File: src/include/mstop_pkg.sv
// constants for the module stop control block: offsets, bit
// positions, reset values and the sleep-halt states.
// assumes a 32-bit apb slave port with byte addressing.
`default_nettype none

package mstop_pkg;

	localparam int ADDR_W = 8;
	localparam int DATA_W = 32;
	localparam int REG_W  = 16;

	localparam logic [ADDR_W-1:0] OFS_CTRL_A = 8'h00;
	localparam logic [ADDR_W-1:0] OFS_CTRL_B = 8'h04;
	localparam logic [ADDR_W-1:0] OFS_STATUS = 8'h08;

	// first register: stored bits, fixed-one and fixed-zero bits
	localparam logic [REG_W-1:0] CTRL_A_IMPL = 16'h9329;
	localparam logic [REG_W-1:0] CTRL_A_ONES = 16'h0cd6;
	localparam logic [REG_W-1:0] CTRL_A_ZERO = 16'h6000;
	localparam logic [REG_W-1:0] CTRL_A_RST  = 16'h0fff;

	// second register: unused bits read as one
	localparam logic [REG_W-1:0] CTRL_B_IMPL = 16'h9700;
	localparam logic [REG_W-1:0] CTRL_B_ONES = 16'h68ff;
	localparam logic [REG_W-1:0] CTRL_B_RST  = 16'hffff;

	localparam int BIT_CLK_STOP_EN = 15;
	localparam int BIT_XFER        = 12;
	localparam int BIT_TIMER_HI    = 9;
	localparam int BIT_TIMER_LO    = 8;
	localparam int BIT_DAC         = 5;
	localparam int BIT_ADC         = 3;
	localparam int BIT_PULSE       = 0;

	localparam int BIT_PATTERN     = 15;
	localparam int BIT_SER4        = 12;
	localparam int BIT_SER2        = 10;
	localparam int BIT_SER1        = 9;
	localparam int BIT_SER0        = 8;

	localparam int STS_ALL_STOPPED = 0;
	localparam int STS_CLK_HALT    = 1;

	typedef enum logic {
		ACS_RUN,
		ACS_HALT
	} acs_state_t;

endpackage : mstop_pkg

`default_nettype wire

File: src/design/stop_ctrl_reg.sv
// one software register of stop bits; only the bits in IMPL are
// stored, the rest hold zero. assumes a write strobe on the clock.
`default_nettype none
`timescale 1ns/10ps

module stop_ctrl_reg #(
	parameter int          WIDTH = 16,
	parameter logic [15:0] RST   = 16'hffff,
	parameter logic [15:0] IMPL  = 16'hffff
) (
	input  wire logic             clk,
	input  wire logic             rst,
	input  wire logic             wr_en,
	input  wire logic [WIDTH-1:0] wr_data,
	output logic      [WIDTH-1:0] q
);

	always_ff @(posedge clk) begin
		if (rst) begin
			q <= RST[WIDTH-1:0] & IMPL[WIDTH-1:0];
		end else if (wr_en) begin
			q <= wr_data & IMPL[WIDTH-1:0];
		end
	end

endmodule : stop_ctrl_reg

`default_nettype wire

File: src/design/module_stop_control.sv
// module stop control: two stop registers on apb, registered stop
// levels to the peripherals and the sleep-time bus/io halt.
// assumes cpu_sleep is a level on clk, high while the cpu sleeps.
//
// Our own choices: the placing of the registers and the APB interface to the registers.
`default_nettype none
`timescale 1ns/10ps

// Summary of operation
// - writing one stops a module, writing zero lets it run again
// - enable bit halts bus and io on sleep once all modules stop
// - halt enable: zero off, one on, resets to zero
// - bits 14 and 13 of first register read zero
// - bits 11,10,7,6,4,2,1 of first register read one
// - bit 12 stops transfer controller, resets to run
// - bits 9 and 8 stop the byte timer pairs, reset stopped
// - bit 5 stops the dac, bit 3 the adc, reset stopped
// - bit 0 stops the pulse timer unit, reset stopped
// - a stop change acts after the bus cycle, cpu keeps running
// - stopped module blocks its registers, keeps state except serial
// - second register: bit 15 pattern gen, 12,10,9,8 serial channels
module module_stop_control (
	input  wire logic                        clk,
	input  wire logic                        rst,
	input  wire logic                        psel,
	input  wire logic                        penable,
	input  wire logic                        pwrite,
	input  wire logic [mstop_pkg::ADDR_W-1:0] paddr,
	input  wire logic [mstop_pkg::DATA_W-1:0] pwdata,
	output logic      [mstop_pkg::DATA_W-1:0] prdata,
	output logic                             pready,
	output logic                             pslverr,
	input  wire logic                        cpu_sleep,
	output logic                             xfer_ctrl_stop,
	output logic                             byte_timer_hi_stop,
	output logic                             byte_timer_lo_stop,
	output logic                             dac_stop,
	output logic                             adc_stop,
	output logic                             pulse_timer_stop,
	output logic                             pattern_gen_stop,
	output logic                             serial4_stop,
	output logic                             serial2_stop,
	output logic                             serial1_stop,
	output logic                             serial0_stop,
	output logic                             all_clock_stop
);

	import mstop_pkg::*;

	////////////////////////////////////////////////////////////////
	// apb decode

	logic              access;
	logic              wr_done;
	logic              wr_a;
	logic              wr_b;
	logic              hit_a;
	logic              hit_b;
	logic              hit_s;
	logic [REG_W-1:0]  ctrl_a_q;
	logic [REG_W-1:0]  ctrl_b_q;
	logic [REG_W-1:0]  rd_nxt;
	logic              all_stopped;
	logic              clk_stop_en;
	acs_state_t        state_r;
	acs_state_t        state_nxt;

	// one wait state: the answer comes on the second access cycle
	assign access  = psel && penable;
	assign wr_done = access && pready && pwrite;
	assign hit_a   = (paddr == OFS_CTRL_A);
	assign hit_b   = (paddr == OFS_CTRL_B);
	assign hit_s   = (paddr == OFS_STATUS);
	assign wr_a    = wr_done && hit_a;
	assign wr_b    = wr_done && hit_b;

	always_ff @(posedge clk) begin
		if (rst) begin
			pready <= 1'b0;
		end else begin
			pready <= access && !pready;
		end
	end

	always_ff @(posedge clk) begin
		if (rst) begin
			pslverr <= 1'b0;
		end else begin
			pslverr <= access && !pready && !(hit_a || hit_b || hit_s);
		end
	end

	////////////////////////////////////////////////////////////////
	// stop registers

	// writes land only at the completing edge of the access
	stop_ctrl_reg #(
		.WIDTH (REG_W),
		.RST   (CTRL_A_RST),
		.IMPL  (CTRL_A_IMPL)
	) u_ctrl_a (
		.clk     (clk),
		.rst     (rst),
		.wr_en   (wr_a),
		.wr_data (pwdata[REG_W-1:0]),
		.q       (ctrl_a_q)
	);

	stop_ctrl_reg #(
		.WIDTH (REG_W),
		.RST   (CTRL_B_RST),
		.IMPL  (CTRL_B_IMPL)
	) u_ctrl_b (
		.clk     (clk),
		.rst     (rst),
		.wr_en   (wr_b),
		.wr_data (pwdata[REG_W-1:0]),
		.q       (ctrl_b_q)
	);

	assign clk_stop_en = ctrl_a_q[BIT_CLK_STOP_EN];

	// transfer controller counts as a controlled module too; the enable
	// bit is no module, so it is masked out of the full-stop test
	localparam logic [REG_W-1:0] STOP_MASK_A = CTRL_A_IMPL & ~(16'h0001 << BIT_CLK_STOP_EN);
	assign all_stopped =
		((ctrl_a_q & STOP_MASK_A) == STOP_MASK_A)
		&& (ctrl_b_q == CTRL_B_IMPL);

	////////////////////////////////////////////////////////////////
	// read data

	always_comb begin
		rd_nxt = '0;
		if (hit_a) begin
			rd_nxt = (ctrl_a_q & ~CTRL_A_ZERO) | CTRL_A_ONES;
		end else if (hit_b) begin
			rd_nxt = ctrl_b_q | CTRL_B_ONES;
		end else if (hit_s) begin
			rd_nxt[STS_ALL_STOPPED] = all_stopped;
			rd_nxt[STS_CLK_HALT]    = (state_r == ACS_HALT);
		end
	end

	always_ff @(posedge clk) begin
		if (rst) begin
			prdata <= '0;
		end else if (access && !pready && !pwrite) begin
			prdata <= {{(DATA_W-REG_W){1'b0}}, rd_nxt};
		end
	end

	////////////////////////////////////////////////////////////////
	// stop outputs

	// one flop after the register so a stop acts once the bus cycle
	// has ended; the peripheral gates its own register port on it
	always_ff @(posedge clk) begin
		if (rst) begin
			xfer_ctrl_stop     <= CTRL_A_RST[BIT_XFER];
			byte_timer_hi_stop <= CTRL_A_RST[BIT_TIMER_HI];
			byte_timer_lo_stop <= CTRL_A_RST[BIT_TIMER_LO];
			dac_stop           <= CTRL_A_RST[BIT_DAC];
			adc_stop           <= CTRL_A_RST[BIT_ADC];
			pulse_timer_stop   <= CTRL_A_RST[BIT_PULSE];
			pattern_gen_stop   <= CTRL_B_RST[BIT_PATTERN];
			serial4_stop       <= CTRL_B_RST[BIT_SER4];
			serial2_stop       <= CTRL_B_RST[BIT_SER2];
			serial1_stop       <= CTRL_B_RST[BIT_SER1];
			serial0_stop       <= CTRL_B_RST[BIT_SER0];
		end else begin
			xfer_ctrl_stop     <= ctrl_a_q[BIT_XFER];
			byte_timer_hi_stop <= ctrl_a_q[BIT_TIMER_HI];
			byte_timer_lo_stop <= ctrl_a_q[BIT_TIMER_LO];
			dac_stop           <= ctrl_a_q[BIT_DAC];
			adc_stop           <= ctrl_a_q[BIT_ADC];
			pulse_timer_stop   <= ctrl_a_q[BIT_PULSE];
			pattern_gen_stop   <= ctrl_b_q[BIT_PATTERN];
			serial4_stop       <= ctrl_b_q[BIT_SER4];
			serial2_stop       <= ctrl_b_q[BIT_SER2];
			serial1_stop       <= ctrl_b_q[BIT_SER1];
			serial0_stop       <= ctrl_b_q[BIT_SER0];
		end
	end

	////////////////////////////////////////////////////////////////
	// bus and io halt while sleeping

	// leaves halt as soon as the cpu wakes; the cpu itself is
	// never stopped here, only the bus controller and io ports
	always_comb begin
		state_nxt = state_r;
		case (state_r)
			ACS_RUN: begin
				if (cpu_sleep && clk_stop_en && all_stopped) begin
					state_nxt = ACS_HALT;
				end
			end
			ACS_HALT: begin
				if (!cpu_sleep || !clk_stop_en || !all_stopped) begin
					state_nxt = ACS_RUN;
				end
			end
			default: begin
				state_nxt = ACS_RUN;
			end
		endcase
	end

	always_ff @(posedge clk) begin
		if (rst) begin
			state_r        <= ACS_RUN;
			all_clock_stop <= 1'b0;
		end else begin
			state_r        <= state_nxt;
			all_clock_stop <= (state_nxt == ACS_HALT);
		end
	end
endmodule : module_stop_control

`default_nettype wire

File: config.mk
export PLATFORM = sky130hd
export DESIGN_NAME = module_stop_control
export DESIGN_NICKNAME = d
export VERILOG_FILES = /design/src/include/mstop_pkg.sv /design/src/design/stop_ctrl_reg.sv /design/src/design/module_stop_control.sv
export SDC_FILE = /design/constraint.sdc
export NUM_CORES = 1
export LEC_CHECK = 0
export ABC_AREA = 1
export BUFFER_PORTS_ARGS = -buffer_cell sky130_fd_sc_hd__buf_2
export CAP_MARGIN = 30
export CELL_PAD_IN_SITES_DETAIL_PLACEMENT = 1
export CELL_PAD_IN_SITES_GLOBAL_PLACEMENT = 1
export CORE_UTILIZATION = 30
export DETAILED_ROUTE_END_ITERATION = 7
export GPL_ROUTABILITY_DRIVEN = 0
export PLACE_DENSITY_LB_ADDON = 0.1
export SYNTH_ARGS = -nofsm -noshare
export SYNTH_HDL_FRONTEND = slang
export SYNTH_SLANG_ARGS = --single-unit
File: constraint.sdc
create_clock -name clk -period 1.4 [get_ports clk]
set_input_delay 0.21 -clock clk [delete_from_list [all_inputs] [get_ports clk]]
set_output_delay 0.21 -clock clk [all_outputs]
set_load 0.02 [all_outputs]
After elaboration in Yosys (flattened, before gate mapping)
Cells that the tools add are included.
{"block": "totals", "elab_cells": 51, "reg_bits": 42}
{"block": "classes", "muxes": 7, "bitwise_logic": 1, "n_reduce_logical": 22, "n_eq_ne": 4}
{"operator": "$mux W16", "n": 1}
{"operator": "$mux W14", "n": 1}
{"operator": "$logic_and A1 B1 Y1", "n": 11}
{"operator": "$eq A8 B3 Y1 const B", "n": 1}
{"operator": "$eq A8 B4 Y1 const B", "n": 1}
{"operator": "$logic_not A8 Y1", "n": 1}
{"operator": "$eq A6 B6 Y1 const B", "n": 1}
{"operator": "$logic_not A1 Y1", "n": 6}
{"operator": "$eq A5 B5 Y1 const B", "n": 1}
{"operator": "$logic_or A1 B1 Y1", "n": 4}
{"operator": "$mux W2", "n": 2}
{"operator": "$mux W1", "n": 2}
{"operator": "$pmux W1 S2", "n": 1}
{"operator": "$not A1 Y1", "n": 1}

Depth between registers and ports, before layout
Gate-level depths: netlist of run 1.
{"block": "logic_depth", "depth_word": 6, "depth_mapped": 8, "mapped_depth_nobuf": 7}

Modules after synthesis
A second synthesis of run 1 with hierarchy kept.
{"block": "unflattened", "cells_unflattened": 250, "hier_area_um2": 1841.8}
{"module": "module_stop_control", "area_per_inst_um2": 1244.9, "seq_area_each_um2": 500.5, "n_inst": 1, "cells_each": 171}
{"module": "stop_ctrl_reg at u_ctrl_a", "area_per_inst_um2": 340.3, "seq_area_each_um2": 140.1, "n_inst": 1, "cells_each": 45}
{"module": "stop_ctrl_reg at u_ctrl_b", "area_per_inst_um2": 256.5, "seq_area_each_um2": 100.1, "n_inst": 1, "cells_each": 34}

Least setup slack after synthesis of run 1
Ideal clock, no wire load.
{"block": "synth_path", "kind": "register to register", "start": "register pready", "end": "register u_ctrl_b.q[10]", "setup_ns": 0.064, "path_slack_ns": 0.226, "t_arrival_ns": 1.111, "stages_incl_launch_ff": 6, "required_time_ns": 1.336, "path_cell_list": "dfxtp_1 -> nand3_1 -> nor2_2 -> buf_2 -> nand3_1 -> nand3_1"}
{"block": "synth_via", "elab_chain_cells": 3}
{"element": "start: declaration", "line": "module_stop_control.sv:31", "source": "output logic pready,"}
{"element": "start signal: assignment", "line": "module_stop_control.sv:81", "source": "pready <= access && !pready;"}
{"element": "$logic_and A1 B1 Y1 (2 in a row)", "line": "module_stop_control.sv:70", "source": "assign wr_done = access && pready && pwrite;"}
{"element": "$logic_and A1 B1 Y1", "line": "module_stop_control.sv:75", "source": "assign wr_b = wr_done && hit_b;"}
{"element": "end signal: assignment", "line": "stop_ctrl_reg.sv:20", "source": "q <= RST[WIDTH-1:0] & IMPL[WIDTH-1:0];"}
{"element": "end signal: assignment", "line": "stop_ctrl_reg.sv:22", "source": "q <= wr_data & IMPL[WIDTH-1:0];"}
{"element": "end: declaration", "line": "stop_ctrl_reg.sv:15", "source": "output logic [WIDTH-1:0] q"}
No other way between the ends.
A chain may end at the register's enable or synchronous reset.

Worst setup path after layout of run 1
{"block": "layout_path", "start": "register pready", "end": "register prdata[9] (netlist name)"}
{"block": "layout_via", "elab_chain_cells": 3}
{"element": "$logic_not A1 Y1", "line": "module_stop_control.sv:148", "source": "end else if (access && !pready && !pwrite) begin"}
{"element": "$logic_and A1 B1 Y1 (2 in a row)", "line": "module_stop_control.sv:148"}
{"element": "end signal: assignment", "line": "module_stop_control.sv:149", "source": "prdata <= {{(DATA_W-REG_W){1'b0}}, rd_nxt};"}
{"element": "end: declaration", "line": "module_stop_control.sv:30", "source": "output logic [mstop_pkg::DATA_W-1:0] prdata,"}
No other way between the ends.

==> results.txt, run 1 <==
In the post-synthesis netlist, the biggest area contributors are dfxtp_1, nand2_1, nand3_1. The maximum frequency from static timing analysis is 0.834 GHz. In the final routed layout, each cell accounts on average for approximately 12 um. The floorplan die height is around 76 um. The initial cell density of the core is a little under a third.

The combinational share of power is 9.2%. The final clock period utilization by the worst path is 85.6%. The slowest stage of the critical path is the dfxtp_1 cell.

Yosys printed 0 warnings. The proportion of power drawn by the clock network is 37.2%. STA classifies the critical path startpoint as a flip-flop.

The count of buffering cells on the critical path with inverters included came out at 3. The first routing iteration left 57 violations. The region available for standard cell placement spans 5200 sq um. The floorplan die area is between 5000 and 6000 sq um. The post-layout net count is 324.

The number of global-route vias before repair came to 1450. The width of the chip is between 70 and 80 um. The worst stage delay on the critical path came out at 0.32 ns. The static leakage power came out at 1.03 nW. Setup repair after global routing left no endpoint under its margin. The data arrival time of the critical path is between 1 and 1.5 ns. The worst hold-check slack is 0.168 ns. The hold buffer count at CTS came out at 0.

The length of the first detailed-routing pass in iterations came out at 4. The library cell used as clock root buffer is clkbuf_8. The final-report hold violation count is 0.

The netlist area before placement is roughly 1700 sq um. Of the total power, the share spent switching nets is 24.2%. The total internal power is between 1.5 and 2 mW. The max capacitance violation total came out at 0.

The number of antenna violations at the first check in global routing is 0. The wire length of the first global-routing pass came out at around 6800 um. The worst setup path is captured at a flip-flop. The via count came out at about 1.5k. The number of I/O port buffers is slightly above 50.

Summed over all layers, the global routing overflow is 0. The cell row count is 26. Clock-pin slew was measured on the worst setup and hold paths at 0.07 ns. The signal on the critical path passes through inv_1, nand3_1, nor2_2, buf_4, nand3_1, nand2_1, inv_1. The top-level port count is 92. The portion of total power attributed to sequential cells is 53.6%. Sequential cells were found to cover 44.6% of the synthesized design area. The sum of negative setup slack is 0 ns.

The number of instances in the synthesized netlist came out at 222. The worst-case IR drop observed on VDD is 654 uV. The number of remaining DRC errors came out at 0.

The maximum fanout encountered on the critical timing path is 7. The worst clock skew came out at 0.00314 ns. Post-CTS repair changed the size of 0 cells.

The number of different library cells used by synthesis comes to 22. The path class of the tightest hold or removal check is input pin to flip-flop. The minimum clock period after layout came out at 1.20 ns.

The number of flip-flops under the largest register name came out at 11. The post-route netlist has between 30% and 40% of its cells at a drive strength greater than 1. The placed wire-length estimate after detailed placement came out at 3190 um. The number of synthesized register bits came out at 37. The clock latency of the later-clocked register in the worst-skew pair is 0.28 ns. The post-CTS setup-driven buffer insertion count is 0.

The deepest clock path buffer count is 2. TritonCTS built the clock tree. The relative area change from synthesis to final layout is 22.1%. The number of inserted diodes is 0. Entering global routing, the biggest net connects 17 pins.

The all-layer global routing usage is between 10 and 15%. Setup violations remaining at the end of the flow were counted as 0. The synthesized area per cell is between 7 and 8 sq um.

The power density relative to cell area came out at 980 nW/um^2. The setup path with the least slack is of type flip-flop to flip-flop. The library cell occupying the most area in the post-synthesis netlist is dfxtp_1. The required arrival time at the worst endpoint came out at 1.59 ns. In this run the biggest area consumer among cell types represents around 45% of the synthesized area. The run finished with clean final reports. The switching power came out at between 400 and 500 uW. The count of pins over their slew limit came out at 0. The largest registers in the layout are prdata (11), u_ctrl_a.q (7), u_ctrl_b.q (5). The largest register by flop count is prdata. The count of clock tree sinks is 37.

Wires add up to 4120 um. The cell family with the largest share of critical-path delay is simple AND/OR/NAND/NOR gates. The level count of the clock H-tree came out at 2.

In this run, CTS created clock tree buffers numbering 5. The post-route antenna net violation count came out at 0. The mean number of vias per cell is 4.32.
-- worst paths after layout --
path / start / endpoint / slack (ns) / cells past startpoint
worst max-delay path: pready$_SDFF_PP0_ / prdata[9]$_SDFFE_PP0P_ / 0.20 / 7
worst min-delay path: pwdata[0] / u_ctrl_a.q[0]$_SDFFE_PP1P_ / 0.17 / 3
worst max register to register: pready$_SDFF_PP0_ / prdata[9]$_SDFFE_PP0P_ / 0.20 / 7
worst min register to register: u_ctrl_a.q[3]$_SDFFE_PP1P_ / u_ctrl_a.q[3]$_SDFFE_PP1P_ / 0.46 / 2
-- cells in the mapped netlist (all sizes together) --
cell,n
a21oi,9
buf,24
clkbuf,3
clkinv,1
conb,1
dfxtp,37
inv,20
nand2,53
nand3,35
nand4,2
nor2,25
nor3,2
o21ai,3
or2,7
-- worst reg2reg max path, stage by stage, from the launching register on --
cell and delay [ns]:
dfxtp_1 0.32, inv_1 0.07, nand3_1 0.13, nor2_2 0.19
buf_4 0.18, nand3_1 0.11, nand2_1 0.07, inv_1 0.03
-- through the flow --
stage / utilization [%] / setup WS [ns] / instance area (sq um) / instances / total power, mW
2_1_floorplan: - / 0.226 / 1720 / 237 / 1.24
3_3_place_gp: 37.3 / 0.157 / 1940 / 341 / 1.27
3_5_place_dp: 37.3 / 0.145 / 1940 / 341 / 1.27
4_1_cts: 39.0 / 0.184 / 2030 / 348 / 2.02
5_1_grt: 39.0 / 0.0669 / 2030 / 348 / 2.07
6_report: 39.0 / 0.201 / 2030 / 348 / 1.99
-- layer usage --
metal  share of wire [%]  wire [um]  up-vias  global-route usage, %
li1                    -          -      769                      -
met1                  48       1980      682                   19.5
met2                  45       1860       46                   23.5
met3                 5.7        237        6                   4.19
met4                 1.2         49        0                   5.19
met5                   0          0        -                      0
-- power groups by stage --
stage	Combinational (mW)	Clock, mW	Sequential [mW]
after floorplan	0.134	0	1.10
after global placement	0.181	0	1.09
after detailed placement	0.183	0	1.09
after CTS	0.185	0.766	1.07
after global routing	0.202	0.803	1.07
final	0.183	0.740	1.07
-- cell type report --
class	count	area (sq um)
sequential	37	741
fill	701	3180
multi-input combinational	152	706
inverter	21	78.8
timing repair buffer	61	330
tap	70	87.6
clock buffer	7	86.3
-- cell usage in the layout (no fill, tap or decap), types with 2 or more instances in the layout --
cell type,netlist,final
a21oi_1,9,9
inv_2,3,3
nor2_2,4,4
nand3_1,34,34
buf_2,1,51
clkbuf_8,0,6
inv_1,17,17
nor2_1,19,19
or2_2,7,7
o21ai_1,3,3
nand2_2,4,4
nand4_1,2,2
buf_4,22,10
conb_1,1,16
dfxtp_1,37,37
nor2_4,2,2
nand2_1,49,49
-- kinds of logic (layout without fill, tap and decap cells) --
logic type | Yosys count | after routing | synth area share, %
other | 1 | 16 | 0.226
DFF | 37 | 37 | 44.6
and+or+nand+nor | 124 | 124 | 35.2
buffers and inverters | 48 | 89 | 16.3
AOI/OAI and AO/OA | 12 | 12 | 3.61
(Power assumes the default switching activity.)
==> run 2, diff against run 1 <==
Settings changed: CORE_UTILIZATION 30 to 27.
Clock period 1.4 ns to 1 ns, I/O delays scaled along.
==> run 2 against run 1 <==
- the flow now finishes with violations (negative setup slack)
- clock skew increased by 0.0016 ns
- critical path depth shrank 1
- wire length up 16%
- total power grew 59%
- non-clock buffer count increased by 20
- maximum frequency rose by 7.0%
- critical endpoint is now u_ctrl_a.q[12]$_SDFFE_PP0P_
- highest routed layer unchanged
==> results.txt, run 2 (same netlist as run 1, synthesis figures left out) <==
Of the cells placed in the final design, the portion with a size suffix greater than 1 is 53.5%. The wire length of the first global-routing pass came out at a little over 7000 um. The number of cells on the worst reg-to-reg path is 6. The relative area change from synthesis to final layout came out at 55.4%. Across the run, the number of max-cap violations was 0. The die is 80.4 um tall. During I/O placement, the number of pins put on the boundary was 92. The number of global-route vias before repair is about 1.5k. The via count came out at between 1.5k and 2k. The path with the worst hold slack has its endpoint at u_ctrl_a.q[0]$_SDFFE_PP1P_. The length of the first detailed-routing pass in iterations is 4. The maximum fanout encountered on the critical timing path came out at 8.

The critical path in this run is classified as flip-flop to flip-flop. The width of the chip came out at 80.4 um. The register with the most flip-flops in the layout has 11 of them. The final reports fail on negative setup slack. In the routed layout, each cell is associated on average with a via count of 4.30. The number of filler instances in the final layout came out at between 700 and 800. The global route total overflow came out at 0. Summing all multi-input logic gate instances after layout gives 962 sq um. The startpoint identified for the worst register-to-register timing path is pready$_SDFF_PP0_.

The final clock period utilization by the worst path came out at 112%. The all-layer global routing usage is approximately 15%. The hold buffer count at CTS is 0. The worst setup path is launched from a flip-flop. The post-route antenna net violation count is 0. The worst clock skew is 0.00474 ns. Counting every sink on the clock net gives 37. The setup slack after layout came out at -0.121 ns. TritonCTS built the clock tree. The worst hold path begins at pwdata[0].

The power density relative to cell area is 1230 nW/um^2. The deepest clock path buffer count is 2. The level count of the clock H-tree is 2. In this run the worst setup path begins at pready$_SDFF_PP0_.

The floorplan die area came out at ~6500 sq um. The static leakage power is between 1 and 1.5 nW. The placeable core region came out at 5920 sq um. The number of antenna violations at the first check in global routing came to 0.

Ranked by flip-flop count, first place goes to prdata. The maximum frequency from static timing analysis is 0.892 GHz. In the routed design, unresolved DRC markers number 0. The worst hold path belongs to the class input pin to flip-flop. The pin count of the biggest net entering global routing is 22. The endpoint type of the worst setup path is a flip-flop.

The library cells used most frequently in the layout, excluding fill and tap cells, are buf_2, nand2_1, dfxtp_1. The setup slack on the worst flop-to-flop path came out at -0.12 ns. The area taken by flip-flops and latches is 753 sq um.

The final count of negative-setup-slack endpoints is 23. The final-report hold violation count is 0. For this block, the initial DRC count from the detailed router was 43.

Summed over all layers, the routed wires come to approximately 4800 um. The worst setup slack before clock tree synthesis came out at -0.169 ns. The HPWL after detailed placement is 3430 um. The number of CTS-inserted buffers came out at 5. The flow ran to the end, but the final reports show violations. The required arrival time at the worst endpoint came out at 1.19 ns. The sum of negative setup slack is -1.39 ns. Setup repair after global routing could not meet its margin everywhere.

Cells fill 43.6% of the core in the end. After the last flow step, the layout net total stands at 344. In the final layout, the registers with the most flip-flops are prdata (11), u_ctrl_a.q (7), u_ctrl_b.q (5). The count of pins over their slew limit is 0. The number of inserted diodes is 0. At the worst endpoint, the arrival time is 1.31 ns. Once the floorplan was initialized, standard cells occupied ~28% of the core. Along the worst hold path, the cell count comes to 3.

The detailed-route wire length per cell came out at 12.7 um. The clock input transition at the sequential cells of the worst setup and hold paths is 0.08 ns. The commonest non-fill, non-tap cell in the layout is buf_2. The minimum clock period after layout came out at ~1.1 ns. The worst register-to-register path ends at u_ctrl_a.q[12]$_SDFFE_PP0P_.

The floorplan has 28 rows. CTS placed an instance of clkbuf_8 at the clock tree root. VDD sags by at most 467 uV. Port buffering added between 50 and 60 buffers. The clock latency of the later-clocked register in the worst-skew pair came out at 0.29 ns.
[run 2: cell count changes in the layout (fill, tap and decap cells not counted), moves of 6 or more]
cell / previous run / this run
nand3_1: 34 / 12
buf_4: 10 / 30
nand3_2: 1 / 21
nand2_1: 49 / 37
buf_2: 51 / 43
dfxtp_1: 37 / 31
nand2_2: 4 / 10
[run 2: power breakdown]
group | internal, mW | switching [mW] | leakage (nW)
clock network | 0.813 | 0.545 | 0.0617
logic | 0.109 | 0.209 | 0.813
registers | 1.48 | 0.00824 | 0.300
[run 2: routing by layer]
metal | global-route usage, % | wire length [um] | up-vias
met2 | 26.4 | 2330 | 45
li1 | - | - | 812
met4 | 4.82 | 68 | 0
met3 | 3.98 | 211 | 6
met5 | 0 | 0 | -
met1 | 17.1 | 2160 | 745
[run 2: worst max-delay path by stage]
stage                                  end  slack [ns]
2_1_floorplan      prdata[10]$_SDFFE_PP0P_       -0.05
3_3_place_gp       prdata[10]$_SDFFE_PP0P_       -0.15
3_5_place_dp   u_ctrl_a.q[12]$_SDFFE_PP0P_       -0.17
4_1_cts            prdata[12]$_SDFFE_PP0P_       -0.07
5_1_grt             prdata[5]$_SDFFE_PP0P_       -0.22
6_report       u_ctrl_a.q[12]$_SDFFE_PP0P_       -0.12
[run 2: cell type report]
cell class,instances,area share (%)
Multi-Input combinational cell,152,37.3
Sequential cell,37,29.2
Timing Repair Buffer,81,22.2
Tap cell,75,3.63
Clock buffer,6,3.20
Inverter,21,3.15
Clock inverter,2,1.41
[run 2: critical path, cell delays in order, from the launching register on]
cell	delay [ns]
dfxtp_4	0.38
nand3_4	0.07
nor2_4	0.11
buf_12	0.15
nand2_8	0.10
o21ai_4	0.16
a21oi_2	0.04
[run 2: repair_timing]
item                                   4_1_cts  5_1_grt
gates resized for setup                     16       54
endpoints found under the hold margin        0        0
pin swaps                                    8       16
setup endpoints to repair                   28       34
setup buffers                                2        1
gates cloned                                 1        0
[run 2: through the flow]
step	area, sq um	power, mW	hold slack, ns	instances
2_1_floorplan	1770	1.74	0.254	237
3_3_place_gp	2150	1.81	0.398	362
3_5_place_dp	2150	1.81	0.399	362
4_1_cts	2370	3.22	0.0872	373
5_1_grt	2580	3.31	0.0980	374
6_report	2580	3.17	0.102	374
